===== config.mk =====
export PLATFORM = sky130hd
export DESIGN_NAME = svm_top
export DESIGN_NICKNAME = d
export VERILOG_FILES = /design/src/hw/svm_pkg.sv /design/src/hw/svm_lib.sv /design/src/hw/svm_top.sv
export SDC_FILE = /design/constraint.sdc
export NUM_CORES = 1
export LEC_CHECK = 0
export CORE_ASPECT_RATIO = 1.25
export CORE_MARGIN = 5
export CORE_UTILIZATION = 61
export DETAILED_ROUTE_END_ITERATION = 8
export DONT_BUFFER_PORTS = 1
export PLACE_DENSITY = 0.77
export SLEW_MARGIN = 20
export SYNTH_ARGS = -nofsm -noshare
export SYNTH_HDL_FRONTEND = slang
export SYNTH_SLANG_ARGS = --single-unit

===== constraint.sdc =====
create_clock -name clk_sys -period 2.1 [get_ports clk_sys]
set_clock_uncertainty 0.2 [all_clocks]
set_input_delay 0.315 -clock clk_sys [delete_from_list [all_inputs] [get_ports clk_sys]]
set_output_delay 0.315 -clock clk_sys [all_outputs]
set_load 0.02 [all_outputs]

===== src/hw/svm_pkg.sv =====
// Constants shared by the supply voltage monitor design
package svm_pkg;

   // Bus geometry
   localparam int          SVM_ADDR_W        = 4;
   localparam int          SVM_DATA_W        = 32;

   // Register byte addresses
   localparam logic [3:0]  SVM_CTRL_OFFSET   = 4'h0;
   localparam logic [3:0]  SVM_STAT_OFFSET   = 4'h4;
   localparam logic [3:0]  SVM_MASK_OFFSET   = 4'h8;
   localparam logic [3:0]  SVM_FORCE_OFFSET  = 4'hc;

   // Control register fields
   localparam int          SVM_THR_LSB       = 0;
   localparam int          SVM_THR_W         = 3;
   localparam int          SVM_EN_BIT        = 4;
   localparam int          SVM_LOW_BIT       = 5;
   localparam int          SVM_CTRL_W        = 8;

   // Interrupt status / mask / force fields
   localparam int          SVM_FLAG_BIT      = 0;

   // Reset values
   localparam logic [2:0]  SVM_THR_RST       = 3'h0;
   localparam logic        SVM_EN_RST        = 1'b0;
   localparam logic        SVM_FLAG_RST      = 1'b0;
   localparam logic        SVM_MASK_RST      = 1'b0;

   // Threshold codes: lowest level up to the top level at 4.0 V
   localparam logic [2:0]  SVM_THR_MIN       = 3'h0;
   localparam logic [2:0]  SVM_THR_MAX       = 3'h7;

   // Interrupt assertion delay after the low status rises
   localparam int          SVM_CLK_PERIOD_NS = 4;
   localparam int          SVM_IRQ_DELAY_NS  = 1000;
   localparam int          SVM_IRQ_DELAY_CYC =
      (SVM_IRQ_DELAY_NS + SVM_CLK_PERIOD_NS - 1) / SVM_CLK_PERIOD_NS;
   localparam int          SVM_DLY_W         = 10;

endpackage


===== src/hw/svm_lib.sv =====
// Synchroniser and delay timer used by the supply voltage monitor
`timescale 1ns/100ps

////////////////////////////////////////////////////////////////////////////////
module svm_sync
   import svm_pkg::*;
(
   // Clock and reset
   input  wire logic clk_sys,
   input  wire logic arst_n,
   // Data
   input  wire logic asyncIn,
   output logic      syncOut
);

   logic metaReg;

   always_ff @(posedge clk_sys or negedge arst_n) begin
      if (!arst_n) begin
         metaReg <= 1'b0;
         syncOut <= 1'b0;
      end else begin
         metaReg <= asyncIn;
         syncOut <= metaReg;
      end
   end

endmodule // svm_sync

////////////////////////////////////////////////////////////////////////////////
module svm_delay
   import svm_pkg::*;
(
   // Clock and reset
   input  wire logic clk_sys,
   input  wire logic arst_n,
   // Control
   input  wire logic run,
   output logic      expired
);

   logic [SVM_DLY_W-1:0] countReg;

   // One pulse per run period; a drop of run restarts the wait
   always_ff @(posedge clk_sys or negedge arst_n) begin
      if (!arst_n) begin
         countReg <= '0;
         expired  <= 1'b0;
      end else if (!run) begin
         countReg <= '0;
         expired  <= 1'b0;
      end else if (countReg < SVM_DLY_W'(SVM_IRQ_DELAY_CYC)) begin
         countReg <= countReg + SVM_DLY_W'(1);
         expired  <= (countReg == SVM_DLY_W'(SVM_IRQ_DELAY_CYC - 1));
      end else begin
         expired  <= 1'b0;
      end
   end

endmodule // svm_delay


===== src/hw/svm_top.sv =====
// Supply voltage monitor: control register, status, delayed interrupt flag
// Function
// - Status bit high while supply below threshold
// - Enable bit switches detector on or off
// - Three-bit code selects level, 111 is 4.0V
// - Reference enabled automatically with the detector
// - Status toggles pass through, never latched
// - Interrupt after fixed delay past rise, or at once when software presets the flag
// - Delay expiry sets the interrupt request flag
// - Hardware setting of the flag wakes from sleep and idle; a software preset gives no wake
`timescale 1ns/100ps

module svm_top
   import svm_pkg::*;
(
   // Clock and reset
   input  wire logic                  clk_sys,
   input  wire logic                  arst_n,
   // Avalon-MM slave
   input  wire logic [SVM_ADDR_W-1:0] avs_address,
   input  wire logic                  avs_read,
   input  wire logic                  avs_write,
   input  wire logic [SVM_DATA_W-1:0] avs_writedata,
   output logic      [SVM_DATA_W-1:0] avs_readdata,
   output logic                       avs_waitrequest,
   // Analog comparator side
   input  wire logic                  cmpBelow,
   output logic                       detectorOn,
   output logic                       referenceOn,
   output logic      [SVM_THR_W-1:0]  thresholdSel,
   // Interrupt and wake
   output logic                       lowSupplyIrqFlag,
   output logic                       wakeReq,
   output logic                       irq
);

   ////////////////////////////////////////////////////////////////////////////
   // Bus decode
   logic                 busReq;
   logic                 busAck;
   logic                 wrCtrl;
   logic                 wrStat;
   logic                 wrMask;
   logic                 wrForce;
   logic                 enable_reg;
   logic [SVM_THR_W-1:0] threshold_reg;
   logic                 lowStatus_reg;
   logic                 flag_reg;
   logic                 mask_reg;
   logic                 cmpSync;
   logic                 delayExpired;
   logic [SVM_DATA_W-1:0] readdata_next;

   assign busReq  = avs_read | avs_write;
   assign busAck  = busReq & ~avs_waitrequest;
   assign wrCtrl  = busAck & avs_write & (avs_address == SVM_CTRL_OFFSET);
   assign wrStat  = busAck & avs_write & (avs_address == SVM_STAT_OFFSET);
   assign wrMask  = busAck & avs_write & (avs_address == SVM_MASK_OFFSET);
   assign wrForce = busAck & avs_write & (avs_address == SVM_FORCE_OFFSET);

   // One wait cycle, then a single-cycle answer
   always_ff @(posedge clk_sys or negedge arst_n) begin
      if (!arst_n) begin
         avs_waitrequest <= 1'b1;
      end else begin
         avs_waitrequest <= ~(busReq & avs_waitrequest);
      end
   end

   always_comb begin
      readdata_next = '0;
      case (avs_address)
         SVM_CTRL_OFFSET: begin
            readdata_next[SVM_THR_LSB +: SVM_THR_W] = threshold_reg;
            readdata_next[SVM_EN_BIT]               = enable_reg;
            readdata_next[SVM_LOW_BIT]              = lowStatus_reg;
         end
         SVM_STAT_OFFSET: readdata_next[SVM_FLAG_BIT] = flag_reg;
         SVM_MASK_OFFSET: readdata_next[SVM_FLAG_BIT] = mask_reg;
         default:         readdata_next = '0;
      endcase
   end

   always_ff @(posedge clk_sys or negedge arst_n) begin
      if (!arst_n) begin
         avs_readdata <= '0;
      end else if (busReq & avs_waitrequest & avs_read) begin
         avs_readdata <= readdata_next;
      end
   end

   ////////////////////////////////////////////////////////////////////////////
   // Control register
   always_ff @(posedge clk_sys or negedge arst_n) begin
      if (!arst_n) begin
         enable_reg    <= SVM_EN_RST;
         threshold_reg <= SVM_THR_RST;
      end else if (wrCtrl) begin
         enable_reg    <= avs_writedata[SVM_EN_BIT];
         threshold_reg <= avs_writedata[SVM_THR_LSB +: SVM_THR_W];
      end
   end

   // Analog side follows the register; reference tied to detector power
   always_ff @(posedge clk_sys or negedge arst_n) begin
      if (!arst_n) begin
         detectorOn   <= 1'b0;
         referenceOn  <= 1'b0;
         thresholdSel <= SVM_THR_RST;
      end else begin
         detectorOn   <= enable_reg;
         referenceOn  <= enable_reg;
         thresholdSel <= threshold_reg;
      end
   end

   ////////////////////////////////////////////////////////////////////////////
   // Low supply status
   svm_sync svm_sync_inst (
      .clk_sys (clk_sys),
      .arst_n  (arst_n),
      .asyncIn (cmpBelow),
      .syncOut (cmpSync)
   );

   // Follows the comparator each cycle, so chatter near the level shows
   always_ff @(posedge clk_sys or negedge arst_n) begin
      if (!arst_n) begin
         lowStatus_reg <= 1'b0;
      end else begin
         lowStatus_reg <= cmpSync & enable_reg;
      end
   end

   ////////////////////////////////////////////////////////////////////////////
   // Delayed interrupt flag
   svm_delay svm_delay_inst (
      .clk_sys (clk_sys),
      .arst_n  (arst_n),
      .run     (lowStatus_reg),
      .expired (delayExpired)
   );

   // Hardware set beats a clear in the same cycle
   always_ff @(posedge clk_sys or negedge arst_n) begin
      if (!arst_n) begin
         flag_reg <= SVM_FLAG_RST;
      end else if (delayExpired) begin
         flag_reg <= 1'b1;
      end else if (wrForce & avs_writedata[SVM_FLAG_BIT]) begin
         flag_reg <= 1'b1;
      end else if (wrStat & avs_writedata[SVM_FLAG_BIT]) begin
         flag_reg <= 1'b0;
      end
   end

   always_ff @(posedge clk_sys or negedge arst_n) begin
      if (!arst_n) begin
         mask_reg <= SVM_MASK_RST;
      end else if (wrMask) begin
         mask_reg <= avs_writedata[SVM_FLAG_BIT];
      end
   end

   // A flag already preset by software gives no wake
   always_ff @(posedge clk_sys or negedge arst_n) begin
      if (!arst_n) begin
         wakeReq          <= 1'b0;
         lowSupplyIrqFlag <= 1'b0;
         irq              <= 1'b0;
      end else begin
         wakeReq          <= delayExpired & ~flag_reg;
         lowSupplyIrqFlag <= flag_reg;
         irq              <= flag_reg & mask_reg;
      end
   end

   // Independent count of how long the status has stood high
   logic [SVM_DLY_W-1:0] lowRunCnt_reg;

   always_ff @(posedge clk_sys or negedge arst_n) begin
      if (!arst_n) begin
         lowRunCnt_reg <= '0;
      end else if (!lowStatus_reg) begin
         lowRunCnt_reg <= '0;
      end else if (lowRunCnt_reg != '1) begin
         lowRunCnt_reg <= lowRunCnt_reg + SVM_DLY_W'(1);
      end
   end
endmodule // svm_top

## Yosys cells after proc, flatten, opt, wreduce, memory -nomap -nowiden

Cells that the tools add are included.

- Reduce and logical (&&, ||, !) cells: 2
- Muxes and demuxes: 10
- $lt $le $gt $ge: 1
- Equality and inequality tests: 5
- $add $sub $neg: 1
- Bitwise logic cells: 17

Operators with widths:

| operator | count |
|---|---|
| 2-to-1 mux 10 bit | 2 |
| AND 1 bit | 13 |
| adder 10 x 1 -> 10 bit, second input constant | 1 |
| equality test 10 x 8 -> 1 bit, second input constant | 1 |
| less-than comparator 10 x 8 -> 1 bit, second input constant | 1 |
| equality test 4 bit, second input constant | 2 |
| 2-to-1 mux 1 bit | 5 |
| equality test 4 x 3 -> 1 bit, second input constant | 1 |
| zero test 4 bit | 1 |
| 2-to-1 mux 2 bit | 2 |
| NOT 1 bit | 3 |
| case mux 1 bit (3 select lines) | 1 |
| nonzero test 3 bit | 1 |
| != test 2 x 1 -> 1 bit, second input constant | 1 |
| bitwise OR 1 bit | 1 |

- Input bits: 41
- Output and inout port bits: 41
- Bits in registers: 33

## Logic depth before layout (Yosys ltp)

- Depth after elaboration: 8
- Gate-level depth with buffers: 4

## By module

A second synthesis with hierarchy kept.

- Cell total of the unflattened synthesis: 136
- Area total of the unflattened synthesis: 1589.0 µm²

Modules (own cells, without submodules):

| module | instances | cells an instance | area each (µm²) |
|---|---|---|---|
| svm_top | 1 | 77 | 948.4 |
| svm_delay | 1 | 57 | 590.6 |
| svm_sync | 1 | 2 | 50.0 |

## Least setup slack after synthesis

No wires, ideal clock.

- Kind: flip-flop to flip-flop
- From: reg svm_delay_inst.countReg[0]
- To: reg svm_delay_inst.countReg[4]
- Stages on the path, launching flop included: 5
- Data required time: 1801 ps
- Arrival time: 1182 ps
- Path slack: 619 ps
- Cells stage by stage: dfrtp_1 -> ha_1 -> and4bb_1 -> a21boi_1 -> a311oi_1

- Cells in the longest elaborated chain, start to end: 3

RTL lines:

| what | RTL line | RTL |
|---|---|---|
| start, declared | svm_lib.sv:42 | `logic [SVM_DLY_W-1:0] countReg;` |
| start signal, assigned | svm_lib.sv:53 | `countReg <= countReg + SVM_DLY_W'(1);` |
| adder 10 x 1 -> 10 bit | svm_lib.sv:53 |  |
| 2-to-1 mux 10 bit | svm_lib.sv:52 | `end else if (countReg < SVM_DLY_W'(SVM_IRQ_DELAY_CYC)) begin` |
| 2-to-1 mux 10 bit | svm_lib.sv:49 | `end else if (!run) begin` |

Parallel ways exist; a longest one is shown, timed or not. The select of a mux whose other input is x is not followed.
A chain may end at the register's enable or synchronous reset.

## Worst setup path after layout

- From: reg avs_waitrequest
- To: reg avs_readdata[0]

- Cells in the longest elaborated chain, start to end: 2

RTL lines:

| what | RTL line | RTL |
|---|---|---|
| start, declared | svm_top.sv:25 | `output logic avs_waitrequest,` |
| start signal, assigned | svm_top.sv:66 | `avs_waitrequest <= ~(busReq & avs_waitrequest);` |
| AND 1 bit (2 in series) | svm_top.sv:87 | `end else if (busReq & avs_waitrequest & avs_read) begin` |
| end signal, assigned | svm_top.sv:88 | `avs_readdata <= readdata_next;` |
| end, declared | svm_top.sv:24 | `output logic [SVM_DATA_W-1:0] avs_readdata,` |

Every way passes these cells.

==> metrics <==
clk buf depth=2; Tot Pwr=1.26 mW; via/cell ratio=5.37; top-area cell type share of the netlist area=50.9%; cell taking the most area after synthesis=dfrtp_1; first-pass GRT wire length=4.61 mm; Flop pwr share=62.3%; final hold slack=0.0522 ns; Syn-to-layout area delta=5.96%; CTS Root Cell=clkbuf_4; CTS sink count=33; grt total ovfl=0; sw power=0.375 mW; most frequent cells in the layout=dfrtp_1 (32), conb_1 (27), dlygate4sd3_1 (11), nand2_1 (7); setup bufs post-CTS=0; die width=55.4 um; Antenna diodes=0; most common cell after layout, fill and taps aside=dfrtp_1; sequential-to-total area share from yosys stat=52.5%; number of enable flip-flop cells after synthesis=0; clock-pin transition on the worst setup and hold timing paths=0.10 ns; clock share of power=26.0%; HP Class=in -> reg; Syn Inst Count=135; Nets=193; IO buf count=0; Register-to-Register Path Depth=3; period utilisation layout=94.5%; Final Hold Vio Count=0; final slew viol count=0; hold wc startpoint=avs_address[3]; core box area=2450 um2; GRT Total Usage=16.6%; ys flop type=dfrtp_1; FF+latch count, synth=33; RSZ-0062 raised after global routing=no; Die Ht=66.8 um; max reg flops=10; RR Endpoint=avs_readdata[0]; Setup Total Neg Slack=0 ns; Largest Register=svm_delay_inst.countReg; power per cell area=754 nW/um2; Max H-tree Level=2; Top Registers=svm_delay_inst.countReg (10), avs_readdata (5); Avg Cell Area, Syn=11.7 um2; TritonCTS Buffers=5; crit end category=flop; switching share of power=29.8%; CTS tree=yes; R2R Setup Slk=0.12 ns; Synth Cell Area=1570 um2; Worst Path Arrival=2.06 ns; die area=3700 um2; yosys warns=0; RR Startpoint=avs_waitrequest; cell row count=20; via count=988; main area contributors after synthesis=dfrtp_1 (51%), buf_4 (13%), mux2_2 (3.6%), a22o_1 (2.2%), and2_1 (2.0%); ys async rst share=100%; Worst-Skew Late Latency=0.33 ns; Internal=0.883 mW; cts hold-fix bufs=12; FMAX=504 MHz; leak pwr=0.794 nW; VDD IR max=0.488 mV; DR iter-0 viols=39; logic gate share of total power=11.8%; Detail Placement HPWL=1.98 mm; Initial Util=64.2%; largest net degree at the start of global routing=34; CP max FO=6; Post-CTS Resized=0; Critical Path RT=2.17 ns; placed insts=164; setup violators final=0; Startpoint Class=flop; routability congestion estimate=0.765; drt first pass iters=4; final std cells w/o fill=184; end of the worst hold path=mask_reg; minimum clock period=1.98 ns; outcome=complete, no violations; Max Cap Violations=0; initial antenna violation count=0; DRT antenna net count=0; WL/cell=15.4 um; Crit Path Category=reg -> reg; drt total wl=2.84 mm; Hold Path Depth=2; vias in the first global route=987; # IOs=82; share of cells above drive strength 1=11.3%; Yosys cell types=43; Residual DRC=0
-- power by group through the flow --
stage	registers, mW	logic [mW]	clock network, mW
2_1_floorplan	0.775	0.150	0
3_3_place_gp	0.791	0.107	0
3_5_place_dp	0.797	0.110	0
4_1_cts	0.784	0.146	0.349
5_1_grt	0.794	0.164	0.380
6_report	0.783	0.148	0.327
-- cells by family (layout without fill, tap and decap cells) --
family	count (synthesis)	in the layout	share of synthesized area, %
AO/OA/AOI/OAI	22	22	11.0
multiplexers	8	8	5.48
buffers and inverters	33	23	15.1
flip-flops	33	33	52.5
other	1	27	0.238
adder cells (fa/ha/maj)	2	2	1.59
AND/OR/NAND/NOR	36	36	14.1
-- Yosys cell counts, drive strengths merged, types with 3 or more instances --
master and count:
a22o 4, a21oi 3, dfrtp 32, nand2 7
nand3 3, nor2 4, mux2i 3, inv 3
buf 30, mux2 5, and2 5
-- layout make-up --
class | count | area, um2
clock buffer | 6 | 41.3
clock inverter | 2 | 10.0
fill | 203 | 785
inverter | 3 | 11.3
multi-input combinational | 95 | 607
sequential | 33 | 827
tap | 33 | 41.3
timing repair buffer | 12 | 130
-- critical path: stages (launching register included) --
cell and delay, ns:
dfstp_2 0.65, nand2_1 0.18, o41ai_1 0.32, dlygate4sd3_1 0.58
-- how the worst max path moves through the flow --
stage                          startpoint                         end  slack (ns)
2_1_floorplan  svm_delay_inst.countReg[0]  svm_delay_inst.countReg[4]        0.62
3_3_place_gp   svm_delay_inst.countReg[1]  svm_delay_inst.countReg[4]        0.49
3_5_place_dp   svm_delay_inst.countReg[0]  svm_delay_inst.countReg[4]        0.48
4_1_cts                   avs_waitrequest             avs_readdata[0]        0.12
5_1_grt                   avs_waitrequest             avs_readdata[0]        0.02
6_report                  avs_waitrequest             avs_readdata[0]        0.12
-- metrics by stage --
| step | setup WS [ns] | area [um2] | util, % |
|---|---|---|---|
| global placement | 0.490 | 1490 | 60.6 |
| detailed placement | 0.483 | 1490 | 60.6 |
| finish | 0.115 | 1670 | 68.0 |
| CTS | 0.123 | 1670 | 68.0 |
| global route | 0.0226 | 1670 | 68.0 |
| floorplan | 0.619 | 1670 | - |
-- metal layers --
metal,up-vias,wire [um],GRT usage (%)
met2,34,1450,26.8
met5,-,0,0
met4,0,60,9.12
met3,6,228,7.17
met1,490,1100,18.6
li1,458,-,-
Power figures use the tool's default switching activity.
